--- src/phy_basic_map.vh ---
`ifndef PHY_BASIC_MAP_VH
`define PHY_BASIC_MAP_VH
`define CTRL_ADDR 5'h00
`define STAT_ADDR 5'h01
`define CTRL_RST_BIT 15
`define CTRL_LOOP_BIT 14
`define CTRL_PWDN_BIT 11
`define CTRL_ISO_BIT 10
`define CTRL_FIXED 16'h2100
`define STAT_FIXED 16'h0061
`define STAT_RFLT_BIT 4
`define STAT_LINK_BIT 2
`define STAT_JAB_BIT 1
`define RST_CYCLES 8'h10
`define ZERO16 16'h0000
`endif

--- src/soft_reset_timer.v ---
`timescale 1ns/100ps
`default_nettype none
`include "phy_basic_map.vh"
module soft_reset_timer #(
    parameter CW = 8
) (
    // Clock and control
    input wire clk_in,
    input wire rst_in,
    input wire en_in,
    // Request and status
    input wire start_in,
    output wire busy_out
);
    reg [CW-1:0] cnt_q;
    always @(posedge clk_in) begin
        if (rst_in) begin
            cnt_q <= {CW{1'b0}};
        end else if (en_in) begin
            if (start_in) begin
                cnt_q <= `RST_CYCLES;
            end else if (cnt_q != {CW{1'b0}}) begin
                cnt_q <= cnt_q - {{(CW-1){1'b0}}, 1'b1};
            end
        end
    end
    assign busy_out = (cnt_q != {CW{1'b0}});
endmodule
`default_nettype wire

--- src/phy_basic_control_status.v ---
`timescale 1ns/100ps
`default_nettype none
`include "phy_basic_map.vh"
// How it works
// - Writing one to control bit 15 starts coding-layer soft reset, self-clears when done.
// - Reset bit reads one while soft reset runs, zero otherwise.
// - Soft reset clears only standard coding-layer state, vendor settings kept.
// - Bit 14 loops MAC-side transmit data back onto receive lines.
// - No link-up indication while MAC-side loopback is on.
// - Bit 13 reads one, bit 12 reads zero, both read-only.
// - Bit 11 powers down PHY; register access still works.
// - Power-down is bit 11 OR low power-down pin; pin low sets bit.
// - Bit 10 isolates port from MAC-side interface; management still works.
// - Remote fault latches high, clears on status read or reset.
module phy_basic_control_status (
    // Clock, reset, enable
    input wire clk_in,
    input wire rst_in,
    input wire ce_in,
    // Register access
    input wire [4:0] reg_addr_in,
    input wire reg_wr_in,
    input wire reg_rd_in,
    input wire [15:0] reg_wdata_in,
    output reg [15:0] reg_rdata_out,
    // Pins and events
    input wire irq_powerdown_pin_n_in,
    input wire remote_fault_in,
    input wire link_up_in,
    input wire jabber_in,
    // MAC-side interface
    input wire [3:0] mac_txd_in,
    input wire mac_txen_in,
    input wire [3:0] phy_rxd_in,
    input wire phy_rxdv_in,
    output reg [3:0] mac_rxd_out,
    output reg mac_rxdv_out,
    output reg [3:0] phy_txd_out,
    output reg phy_txen_out,
    // Status outputs
    output wire powerdown_out,
    output wire isolate_out,
    output wire loopback_out,
    output wire pcs_reset_out,
    output reg link_ind_out
);
    // Control bits
    reg loop_q;
    reg loop_d;
    reg pwdn_q;
    reg pwdn_d;
    reg iso_q;
    reg iso_d;
    // Latched status flags
    reg rflt_q;
    reg rflt_d;
    reg link_q;
    reg link_d;
    reg jab_q;
    reg jab_d;
    // Next read word and data path
    reg [15:0] rdata_d;
    reg [3:0] mac_rxd_d;
    reg mac_rxdv_d;
    reg [3:0] phy_txd_d;
    reg phy_txen_d;
    reg link_ind_d;
    // Decodes and conditions
    wire busy;
    wire pin_pwdn;
    wire wr_ctrl;
    wire rd_ctrl;
    wire rd_stat;
    wire rd_other;
    wire start;
    wire link_ok;
    wire quiet;

    // Register address match
    function addr_hit;
        input [4:0] addr;
        input [4:0] target;
        begin
            addr_hit = (addr == target);
        end
    endfunction

    // Latch-high flag; the event wins over a read clear
    function latch_high;
        input cur;
        input evt;
        input clr;
        begin
            latch_high = evt || (cur && !clr);
        end
    endfunction

    // Control read word
    function [15:0] ctrl_word;
        input rst_b;
        input loop_b;
        input pwdn_b;
        input iso_b;
        begin
            ctrl_word = `CTRL_FIXED;
            ctrl_word[`CTRL_RST_BIT] = rst_b;
            ctrl_word[`CTRL_LOOP_BIT] = loop_b;
            ctrl_word[`CTRL_PWDN_BIT] = pwdn_b;
            ctrl_word[`CTRL_ISO_BIT] = iso_b;
        end
    endfunction

    // Status read word
    function [15:0] stat_word;
        input rflt_b;
        input link_b;
        input jab_b;
        begin
            stat_word = `STAT_FIXED;
            stat_word[`STAT_RFLT_BIT] = rflt_b;
            stat_word[`STAT_LINK_BIT] = link_b;
            stat_word[`STAT_JAB_BIT] = jab_b;
        end
    endfunction

    assign pin_pwdn = !irq_powerdown_pin_n_in;
    assign wr_ctrl = ce_in && reg_wr_in && addr_hit(reg_addr_in, `CTRL_ADDR);
    assign rd_ctrl = ce_in && reg_rd_in && addr_hit(reg_addr_in, `CTRL_ADDR);
    assign rd_stat = ce_in && reg_rd_in && addr_hit(reg_addr_in, `STAT_ADDR);
    assign rd_other = ce_in && reg_rd_in && !rd_ctrl && !rd_stat;
    assign start = wr_ctrl && reg_wdata_in[`CTRL_RST_BIT];
    assign link_ok = link_up_in && !loop_q && !powerdown_out;
    assign quiet = iso_q || powerdown_out || busy;

    soft_reset_timer #(.CW(8)) u_timer (
        .clk_in(clk_in),
        .rst_in(rst_in),
        .en_in(ce_in),
        .start_in(start),
        .busy_out(busy)
    );

    assign pcs_reset_out = busy;
    assign powerdown_out = pwdn_q || pin_pwdn;
    assign isolate_out = iso_q;
    assign loopback_out = loop_q;

    // Control bits next value
    always @* begin
        loop_d = loop_q;
        pwdn_d = pwdn_q;
        iso_d = iso_q;
        if (pin_pwdn) begin
            pwdn_d = 1'b1;
        end else if (wr_ctrl) begin
            pwdn_d = reg_wdata_in[`CTRL_PWDN_BIT];
        end
        if (wr_ctrl) begin
            loop_d = reg_wdata_in[`CTRL_LOOP_BIT];
            iso_d = reg_wdata_in[`CTRL_ISO_BIT];
        end
    end

    always @(posedge clk_in) begin
        if (rst_in) begin
            loop_q <= 1'b0;
            pwdn_q <= 1'b0;
            iso_q <= 1'b0;
        end else if (ce_in) begin
            loop_q <= loop_d;
            pwdn_q <= pwdn_d;
            iso_q <= iso_d;
        end
    end

    // Latched status flags next value
    always @* begin
        rflt_d = latch_high(rflt_q, remote_fault_in, rd_stat);
        jab_d = latch_high(jab_q, jabber_in, rd_stat);
        link_d = link_q;
        if (!link_ok) begin
            link_d = 1'b0;
        end else if (rd_stat) begin
            link_d = 1'b1;
        end
    end

    // Soft reset clears the latched flags only
    always @(posedge clk_in) begin
        if (rst_in || (ce_in && busy)) begin
            rflt_q <= 1'b0;
            jab_q <= 1'b0;
            link_q <= 1'b0;
        end else if (ce_in) begin
            rflt_q <= rflt_d;
            jab_q <= jab_d;
            link_q <= link_d;
        end
    end

    // Read word next value; held between reads
    always @* begin
        rdata_d = reg_rdata_out;
        if (rd_ctrl) begin
            rdata_d = ctrl_word(busy || start, loop_q, powerdown_out, iso_q);
        end else if (rd_stat) begin
            rdata_d = stat_word(rflt_q || remote_fault_in, link_q && link_ok,
                jab_q || jabber_in);
        end else if (rd_other) begin
            rdata_d = `ZERO16;
        end
    end

    always @(posedge clk_in) begin
        if (rst_in) begin
            reg_rdata_out <= `ZERO16;
        end else if (ce_in) begin
            reg_rdata_out <= rdata_d;
        end
    end

    // Data path next value: isolate, power-down, loopback
    always @* begin
        link_ind_d = link_ok && !busy;
        mac_rxd_d = phy_rxd_in;
        mac_rxdv_d = phy_rxdv_in;
        phy_txd_d = mac_txd_in;
        phy_txen_d = mac_txen_in;
        if (quiet) begin
            mac_rxd_d = 4'h0;
            mac_rxdv_d = 1'b0;
            phy_txd_d = 4'h0;
            phy_txen_d = 1'b0;
        end else if (loop_q) begin
            mac_rxd_d = mac_txd_in;
            mac_rxdv_d = mac_txen_in;
            phy_txd_d = 4'h0;
            phy_txen_d = 1'b0;
        end
    end

    always @(posedge clk_in) begin
        if (rst_in) begin
            mac_rxd_out <= 4'h0;
            mac_rxdv_out <= 1'b0;
            phy_txd_out <= 4'h0;
            phy_txen_out <= 1'b0;
            link_ind_out <= 1'b0;
        end else if (ce_in) begin
            mac_rxd_out <= mac_rxd_d;
            mac_rxdv_out <= mac_rxdv_d;
            phy_txd_out <= phy_txd_d;
            phy_txen_out <= phy_txen_d;
            link_ind_out <= link_ind_d;
        end
    end
endmodule
`default_nettype wire

--- config.mk ---
export PLATFORM = sky130hd
export DESIGN_NAME = phy_basic_control_status
export DESIGN_NICKNAME = d
export VERILOG_FILES = /design/src/soft_reset_timer.v /design/src/phy_basic_control_status.v
export VERILOG_INCLUDE_DIRS = /design/src /design/src/src
export SDC_FILE = /design/constraint.sdc
export NUM_CORES = 1
export LEC_CHECK = 0
export BUFFER_PORTS_ARGS = -buffer_cell sky130_fd_sc_hd__buf_2
export CAP_MARGIN = 30
export CORE_MARGIN = 2
export CORE_UTILIZATION = 42
export CTS_BUF_LIST = sky130_fd_sc_hd__clkbuf_16
export CTS_CLUSTER_DIAMETER = 40
export DETAILED_ROUTE_END_ITERATION = 16
export HOLD_SLACK_MARGIN = 0.06
export MAX_ROUTING_LAYER = met4
export PLACE_DENSITY = 0.71
export SLEW_MARGIN = 20
export SYNTH_ARGS = -nofsm -noshare
export SYNTH_HDL_FRONTEND = slang
export SYNTH_SLANG_ARGS = --single-unit
--- constraint.sdc ---
create_clock -name clk_in -period 5.9 [get_ports clk_in]
set_clock_uncertainty 0.2 [all_clocks]
set_input_delay 1.475 -clock clk_in [delete_from_list [all_inputs] [get_ports clk_in]]
set_output_delay 1.475 -clock clk_in [all_outputs]
set_load 0.1 [all_outputs]
# ---- Word level (Yosys, flattened, before mapping)
# Cells that the tools add are included.
dict set report op_classes {
  muxes 17
  n_eq_ne 3
  n_div 0
  addsub 1
  multipliers 0
  magnitude_cmp 0
  shifts 0
  bitwise_logic 0
  n_reduce_logical 39
}
# op n
set ops {}
lappend ops {{$mux 16} 3}
lappend ops {{$mux 4} 4}
lappend ops {{$mux 8} 2}
lappend ops {{$logic_and 1x1->1} 15}
lappend ops {{$reduce_and 2->1} 5}
lappend ops {{$logic_or 1x1->1} 9}
lappend ops {{$mux 1} 8}
lappend ops {{$reduce_bool 8->1} 1}
lappend ops {{$sub 8x1->8 const B} 1}
lappend ops {{$logic_not 1->1} 6}
lappend ops {{$eq 5x1->1 const B} 1}
lappend ops {{$logic_not 5->1} 1}
lappend ops {{$reduce_bool 3->1} 1}
lappend ops {{$ne 2x1->1 const B} 1}
lappend ops {{$ne 2x2->1 const B} 1}
lappend ops {{$reduce_bool 2->1} 1}
dict set report word_totals {
  inputBits 40
  ramBits 0
  ff_bits 41
  output_inout_bits 31
  latchBits 0
  romBits 0
  wordCells 73
  n_memories 0
}

# ---- Logic depth before layout (Yosys ltp)
# Gate-level depths: netlist of the first run.
dict set report logic_depth {
  ltp_word 8
  depth_mapped 8
  depth_no_buf 7
}

# ---- Modules after synthesis
# Synthesis of the first run repeated with hierarchy kept, for this count alone.
dict set report unflattened {
  cells_unflattened 184
  area_unflattened_um2 1630.3
}
# mod instances cells_each area_per_inst_um2 seq_area_each_um2
set by_module_without_submodules {}
lappend by_module_without_submodules {phy_basic_control_status 1 132 1166.1 520.5}
lappend by_module_without_submodules {soft_reset_timer 1 52 464.2 160.2}

# ---- Least setup slack after synthesis of the first run
# Ideal clock, no wire load.
dict set report synth_timing {
  kind {input to output}
  start {in irq_powerdown_pin_n_in}
  end {out powerdown_out}
  setup_slack_ns 1.984
  arrival_ns 2.241
  path_buffers 0
  stages 1
  required_time_ns 4.225
  cell_sequence {nand2b_1}
}
dict set report synth_via {
  elab_chain_len 2
}
# element line
set synth_rtl {}
lappend synth_rtl {{start, declared} phy_basic_control_status.v:27} ;# input wire irq_powerdown_pin_n_in,
lappend synth_rtl {{$logic_not 1->1} phy_basic_control_status.v:126} ;# assign pin_pwdn = !irq_powerdown_pin_n_in;
lappend synth_rtl {{$logic_or 1x1->1} phy_basic_control_status.v:144} ;# assign powerdown_out = pwdn_q || pin_pwdn;
lappend synth_rtl {{end, declared} phy_basic_control_status.v:41} ;# output wire powerdown_out,
# Every way passes these cells.

# ---- Worst setup path after layout of the first run
# Ends and elaborated chain as after synthesis.

==> results.toml, run 1 <==
[run_status]
status = "completed"

[global_routing]
grt_max_degree = 38
grt_overflow = 0
grt_pass1_wl_mm = 5.98
grt_pass1_vias = 1333
antenna_found_initial = 0
globalRouteTotalUtil = 0.181

[floorplan]
fp.dieW_um = 68.2
initial_core_util = 0.436
row_count = 23
core_region_area_um2 = 3970
dieArea_um2 = 4650
io_pins = 71
dieHeight_um = 68.2

[timing]
fin_tns_setup_ns = 0
rsz0062_at_grt = "no"
post-route-period-util = 0.661
slew_violations = 0
setup_viol_count_final = 0
whs_ns = 0.248
fmax_mhz = 256
fin_crit_ns = 3.90
slew_headroom = 0.525
tightest_slew_ns = 0.712
finalHoldViolations = 0

[routing]
wl_per_cell_um = 12.9
drc = 0
vias = 1537
vias_per_cell = 5.21
drt.antenna.violating_nets = 0
drt_iter0_drc = 52
first_pass_iters = 4
routed_wl_mm = 3.81

[critical_path]
r2r-start = "u_timer.cnt_q[0]"
r2r_slack_ns = 3.77
cp_max_fo = 4
end_kind = "output pin"
worstPathArrival_ns = 2.23
criticalPathCategory = "in2out"
worstPathRequired_ns = 4.22
crit_start = "irq_powerdown_pin_n_in"
worstSetupStartpointType = "input port"
ff2ff_path_depth = 6

[power]
power.density_nw_per_um2 = 454
ir_drop_v = 0.000272
p_total_mw = 0.950
p_leak_nw = 0.907

[yosys]
synth_edf_count = 0
synth_flop_cell = "dfxtp_1"
syn_avg_cell_area_um2 = 8.75
syn_area_um2 = 1730
netlist-cell-type-count = 50
ys_ff_latch = 34
syn-instance-count = 198
yosysWarnings = 0
ys_seq_area_frac = 0.393
synthArstFlopShare = 0

[placed_design]
dp_hpwl_mm = 2.70
port-buffer-count = 54
routabilityCongestion = 0.733

[clock_tree]
cts_made_buffers = 5
cts_setup_buffers = 0
root_buffer = "clkbuf_16"
cts_tree = "done"
cts_resized = 0
cts_num_sinks = 34
clk_pin_slew_worst_paths_ns = 0.05
clock_insertion_delay_worst_skew_ns = 0.28
cts_buffer_depth = 2
htreeDepth = 2
post_cts_hold_buffer_count = 0

[cells_and_area]
layout_common_cells = "buf_2 (54), dfxtp_1 (34), nor2_1 (21), a21oi_1 (18), nand2_1 (13)"
final_common_cell = "buf_2"
num_antenna_cells = 0
nets = 286
area_delta_synth_final_pct = 20.7
drive_above_1_share = 0.318

[flow_run]
maxCapViolCount = 0

[worst_hold_path]
whs_path_depth = 2
hp-start = "reg_rdata_out[1]"
hp-class = "reg2reg"
## worst paths after layout
kind,end
max reg2reg,u_timer.cnt_q[6]
max,powerdown_out
min,reg_rdata_out[1]
min reg2reg,reg_rdata_out[1]
## flip-flops by register name, summed over array words and instances, names as in the netlist, 4 cells and up
name           count
mac_rxd_out        4
u_timer.cnt_q      8
phy_txd_out        4
reg_rdata_out      9
## cell usage after synthesis (all sizes together) (2+ instances only)
cell	n	area share
dfxtp	34	0.39
nor2	22	0.052
a21oi	19	0.057
nand2	13	0.028
buf	11	0.051
nor2b	11	0.040
inv	9	0.020
o21ai	8	0.023
clkbuf	6	0.013
nor3	6	0.020
mux2	5	0.033
nor4	5	0.044
or4	5	0.024
nand2b	4	0.014
nand3	4	0.012
a22o	2	0.010
a22oi	2	0.0087
a311oi	2	0.010
a31oi	2	0.0072
and2	2	0.0072
ha	2	0.014
mux2i	2	0.012
o21a	2	0.013
o31ai	2	0.0087
or3	2	0.0072
or3b	2	0.010
## metal layers
| metal | track usage | wire, µm | vias to the layer above |
|---|---|---|---|
| li1 | - | - | 783 |
| met1 | 0.224 | 1780 | 711 |
| met2 | 0.271 | 1770 | 36 |
| met3 | 0.0395 | 175 | 7 |
| met4 | 0.105 | 83 | 0 |
| met5 | - | 0 | - |
## cell families after synthesis
logic type                 count (synthesis)  synth area share
muxes                                      7            0.0441
AOI/OAI and AO/OA                         47             0.176
buffers and inverters                     27            0.0903
adders and majority gates                  2            0.0144
DFF                                       34             0.393
other                                      1           0.00217
and+or+nand+nor                           80             0.280
## per-stage QoR
| stage | std cells | setup slack, ns | utilization | instance area, µm² |
|---|---|---|---|---|
| after CTS | 295 | 2.00 | 0.526 | 2090 |
| after global placement | 287 | 1.99 | 0.492 | 1950 |
| final | 295 | 2.00 | 0.526 | 2090 |
| after global routing | 295 | 1.97 | 0.526 | 2090 |
| after floorplan | 201 | 1.98 | - | 1740 |
| after detailed placement | 287 | 2.01 | 0.492 | 1950 |
## power breakdown
| part | switching [mW] | leakage (nW) | internal, mW |
|---|---|---|---|
| Sequential | 0.0246 | 0.276 | 0.262 |
| Combinational | 0.296 | 0.559 | 0.125 |
| Clock | 0.0901 | 0.0724 | 0.152 |
## critical path: stages
cell and delay, ns:
buf_2 0.12, nand2b_1 0.16, buf_2 0.46
## cell type report
| class | instances | area, µm² |
|---|---|---|
| Sequential cell | 34 | 681 |
| Fill cell | 401 | 1880 |
| Multi-Input combinational cell | 140 | 906 |
| Inverter | 9 | 33.8 |
| Clock buffer | 5 | 125 |
| Tap cell | 50 | 62.6 |
| Timing Repair Buffer | 54 | 270 |
| Clock inverter | 3 | 12.5 |
Power figures use the tool's default switching activity.
==> inputs of run 2 (changes only) <==
PLACE_DENSITY = 0.74   (was 0.71)
clock period = 3.25 ns   (was 5.9 ns; I/O delays follow)
==> run 2 against run 1 <==
  * Hold slack improved by 0.0060 ns
  * Sequential share of layout area down 0.50 points
  * Setup slack worse by 1.7 ns
  * Total power up 92%
  * Routed wire length up 1.0%
  * Cell area grew 1.6%
  * Critical endpoint is now pcs_reset_out
==> results.toml, run 2 (synthesized netlist as in run 1, its figures left out) <==
[cells_and_area]
seq_area_um2 = 681
largestRegisters = "reg_rdata_out: 9 flops, u_timer.cnt_q: 8 flops"
final_common_cell = "buf_2"
nets = 287
drive_above_1_share = 0.321
multi_input_comb_area_um2 = 906
num_antenna_cells = 0
largest_register_ffs = 9
layout_common_cells = "buf_2 (54), dfxtp_1 (34), nor2_1 (21), a21oi_1 (18), nand2_1 (13)"
area_delta_synth_final_pct = 22.6
regMostFlops = "reg_rdata_out"
fillers = 382

[routing]
drt_iter0_drc = 42
first_pass_iters = 4
drt.antenna.violating_nets = 0
vias_per_cell = 5.22
vias = 1544
drc = 0
routed_wl_mm = 3.85
wl_per_cell_um = 13.0

[critical_path]
criticalPathCategory = "reg2out"
cp_max_fo = 7
worstPathRequired_ns = 2.24
worstSetupStartpointType = "flip-flop"
end_kind = "output pin"
worstPathArrival_ns = 1.96

[global_routing]
grt_overflow = 0
globalRouteTotalUtil = 0.178
grt_max_degree = 38
grt_pass1_vias = 1332
grt_pass1_wl_mm = 5.95
antenna_found_initial = 0

[floorplan]
fp.dieW_um = 68.2
io_pins = 71
dieArea_um2 = 4650
row_count = 23
dieHeight_um = 68.2
initial_core_util = 0.436
core_region_area_um2 = 3970

[clock_tree]
cts_tree = "done"
cts_buffer_depth = 2
cts_num_sinks = 34
cts_setup_buffers = 0
clk_pin_slew_worst_paths_ns = 0.05
htreeDepth = 2
clock_insertion_delay_worst_skew_ns = 0.28
cts_made_buffers = 5
root_buffer = "clkbuf_16"
post_cts_hold_buffer_count = 0
cts_resized = 0

[timing]
fmax_mhz = 336
setup_viol_count_final = 0
post-route-period-util = 0.915
rsz0062_at_grt = "no"
slew_violations = 0
slew_headroom = 0.553
tightest_slew_ns = 0.671
fin_crit_ns = 2.97
finalHoldViolations = 0
fin_tns_setup_ns = 0

[placed_design]
routabilityCongestion = 0.869
dp_hpwl_mm = 2.74
port-buffer-count = 54

[flow_run]
maxCapViolCount = 0

[worst_hold_path]
hp-class = "reg2reg"

[power]
p_leak_nw = 0.926
power.density_nw_per_um2 = 858
p_total_mw = 1.82
ir_drop_v = 0.000439

[run_status]
status = "completed"
==> run 2: cell types whose count changed in the layout (fill, tap and decap cells not counted) <==
cell,change
bufinv_16,+1
clkinv_2,-1
inv_1,+1
buf_4,+1
clkinv_1,-1
==> run 2: where the power goes <==
| group | internal (mW) | total [mW] | switching, mW |
|---|---|---|---|
| Sequential | 0.476 | 0.523 | 0.0474 |
| Clock | 0.356 | 0.523 | 0.167 |
| Combinational | 0.228 | 0.776 | 0.547 |
| Total | 1.06 | 1.82 | 0.762 |
==> run 2: cell type report <==
type | count | share of cell area
multi-input combinational | 140 | 0.427
clock buffer | 5 | 0.0589
timing repair buffer | 55 | 0.131
sequential | 34 | 0.321
tap | 50 | 0.0295
inverter | 9 | 0.0159
clock inverter | 3 | 0.0177
==> run 2: path summary, 6_finish.rpt <==
path                          from               end  slack [ns]  depth (start not counted)
setup / recovery  u_timer.cnt_q[3]     pcs_reset_out        0.28                          4
hold / removal    reg_rdata_out[4]  reg_rdata_out[4]        0.25                          2
setup reg to reg  u_timer.cnt_q[0]  u_timer.cnt_q[6]        1.10                          6
hold reg to reg   reg_rdata_out[4]  reg_rdata_out[4]        0.25                          2
==> run 2: through the flow <==
stage	hold slack [ns]	util	setup slack [ns]	std cells	area (µm²)
2_1_floorplan	0.273	-	0.659	201	1740
3_3_place_gp	0.236	0.494	0.521	288	1960
3_5_place_dp	0.248	0.494	0.527	288	1960
4_1_cts	0.256	0.535	0.266	296	2120
5_1_grt	0.268	0.535	0.188	296	2120
6_report	0.254	0.535	0.276	296	2120
==> run 2: routing by layer <==
metal | track usage | routed length [µm]
met1 | 0.208 | 1720
met5 | - | 0
met4 | 0.0750 | 60
met2 | 0.279 | 1850
met3 | 0.0592 | 218
==> run 2: critical path, cell delays in order (launching register included) <==
cell and delay, ns:
dfxtp_1 0.34, or4_1 0.76, nor2_4 0.21, inv_2 0.08
buf_2 0.29
==> inputs of run 3 (changes only) <==
PLACE_DENSITY = 0.75   (was 0.74)
==> run 3 against run 2 <==
  * Routed wire length is 0.39% lower
  * First-iteration DRC count grew 64%
  * Maximum frequency up 0.33%
  * Critical endpoint unchanged
==> results.toml, run 3 (synthesized netlist as in run 1, its figures left out) <==
[routing]
vias = 1502
routed_wl_mm = 3.84
drt.antenna.violating_nets = 0
drc = 0
wl_per_cell_um = 13.0
first_pass_iters = 4
vias_per_cell = 5.11
drt_iter0_drc = 69

[clock_tree]
clock_insertion_delay_worst_skew_ns = 0.27
cts_num_sinks = 34
post_cts_hold_buffer_count = 0
cts_buffer_depth = 2
clk_pin_slew_worst_paths_ns = 0.05
root_buffer = "clkbuf_16"
htreeDepth = 2
cts_resized = 0
cts_made_buffers = 5
cts_setup_buffers = 0
cts_tree = "done"

[global_routing]
globalRouteTotalUtil = 0.177
grt_pass1_vias = 1352
grt_max_degree = 38
grt_pass1_wl_mm = 5.93
grt_overflow = 0
antenna_found_initial = 0

[cells_and_area]
regMostFlops = "reg_rdata_out"
num_antenna_cells = 0
seq_area_um2 = 681
area_delta_synth_final_pct = 20.7
drive_above_1_share = 0.320
nets = 287
multi_input_comb_area_um2 = 906
largest_register_ffs = 9
final_common_cell = "buf_2"
fillers = 391
final_core_util = 0.526
largestRegisters = "reg_rdata_out: 9 flops, u_timer.cnt_q: 8 flops"
layout_common_cells = "buf_2 (54), dfxtp_1 (34), nor2_1 (21), a21oi_1 (18), nand2_1 (13)"

[critical_path]
ff2ff_path_depth = 6
worstPathRequired_ns = 2.24
r2r-start = "u_timer.cnt_q[0]"
path_cells = "or4_1, nor2_4, inv_2, buf_2"
r2r_slack_ns = 1.06
crit_slowest_cell = "or4_1"
crit_path_max_incr_delay_ns = 0.76
rr_endpoint = "u_timer.cnt_q[6]"
criticalPathCategory = "reg2out"
crit_buf_inv = 2
end_kind = "output pin"
worstSetupStartpointType = "flip-flop"
cp_top_family = "simple AND/OR/NAND/NOR gates"
cp_num_cells = 4
cp_max_fo = 7
worstPathArrival_ns = 1.95

[worst_hold_path]
hold_end = "reg_rdata_out[15]"
hp-class = "reg2reg"
hp-start = "reg_rdata_out[15]"
whs_path_depth = 2

[power]
power.switching_mw = 0.732
p_seq_frac = 0.306
clkPwrFrac = 0.246
p_leak_nw = 0.903
power.density_nw_per_um2 = 817
p_comb_frac = 0.447
sw_frac_of_total = 0.429
ir_drop_v = 0.000393
p_int_mw = 0.975

[floorplan]
initial_core_util = 0.436
core_region_area_um2 = 3970
dieArea_um2 = 4650
dieHeight_um = 68.2
io_pins = 71
fp.dieW_um = 68.2
row_count = 23

[timing]
slew_headroom = 0.556
tightest_slew_ns = 0.666
fin_tns_setup_ns = 0
slew_violations = 0
fmax_mhz = 337
post-route-period-util = 0.912
whs_ns = 0.243
setup_viol_count_final = 0
finalHoldViolations = 0
rsz0062_at_grt = "no"
fin_crit_ns = 2.96

[run_status]
status = "completed"

[placed_design]
dp_hpwl_mm = 2.86
port-buffer-count = 54
routabilityCongestion = 0.807

[flow_run]
maxCapViolCount = 0
run 3: cell type report:
cell class | count | share of cell area
clock buffer | 5 | 0.0599
clock inverter | 1 | 0.00180
inverter | 9 | 0.0162
multi-input combinational | 140 | 0.434
sequential | 34 | 0.326
tap | 50 | 0.0299
timing repair buffer | 55 | 0.133
run 3: power groups by stage:
stage	combinational, mW	sequential (mW)	clock (mW)
final	0.764	0.523	0.421
after global routing	0.833	0.533	0.452
after CTS	0.766	0.523	0.432
after detailed placement	0.764	0.529	0
after global placement	0.756	0.526	0
after floorplan	0.602	0.599	0
run 3: per-layer routing:
| metal | vias to the layer above | GRT usage | wire, µm |
|---|---|---|---|
| li1 | 779 | - | - |
| met3 | 6 | 0.0444 | 200 |
| met2 | 42 | 0.289 | 1840 |
| met1 | 675 | 0.206 | 1730 |
| met4 | 0 | 0.0725 | 68 |
| met5 | - | - | 0 |
run 3: worst max-delay path by stage:
| stage | startpoint | end | slack (ns) |
|---|---|---|---|
| after global placement | reg_addr_in[1] | u_timer.cnt_q[6] | 0.53 |
| after global routing | u_timer.cnt_q[0] | pcs_reset_out | 0.20 |
| after CTS | u_timer.cnt_q[3] | pcs_reset_out | 0.28 |
| after floorplan | irq_powerdown_pin_n_in | powerdown_out | 0.66 |
| after detailed placement | reg_addr_in[1] | u_timer.cnt_q[6] | 0.53 |
| final | u_timer.cnt_q[3] | pcs_reset_out | 0.29 |
run 3: stage by stage:
step	cells	worst slack (ns)	total power, mW	cell area, µm²
after global routing	294	0.196	1.82	2090
final	294	0.285	1.71	2090
after CTS	294	0.282	1.72	2090
after global placement	288	0.535	1.28	1960
after detailed placement	288	0.531	1.29	1960
after floorplan	201	0.659	1.20	1740
run 3: worst register-to-register path, stage by stage, from the launching register on:
cell	delay [ns]
dfxtp_1	0.32
inv_1	0.11
ha_1	0.14
or3b_2	0.58
o21ai_1	0.34
o21ai_0	0.18
a22o_1	0.22
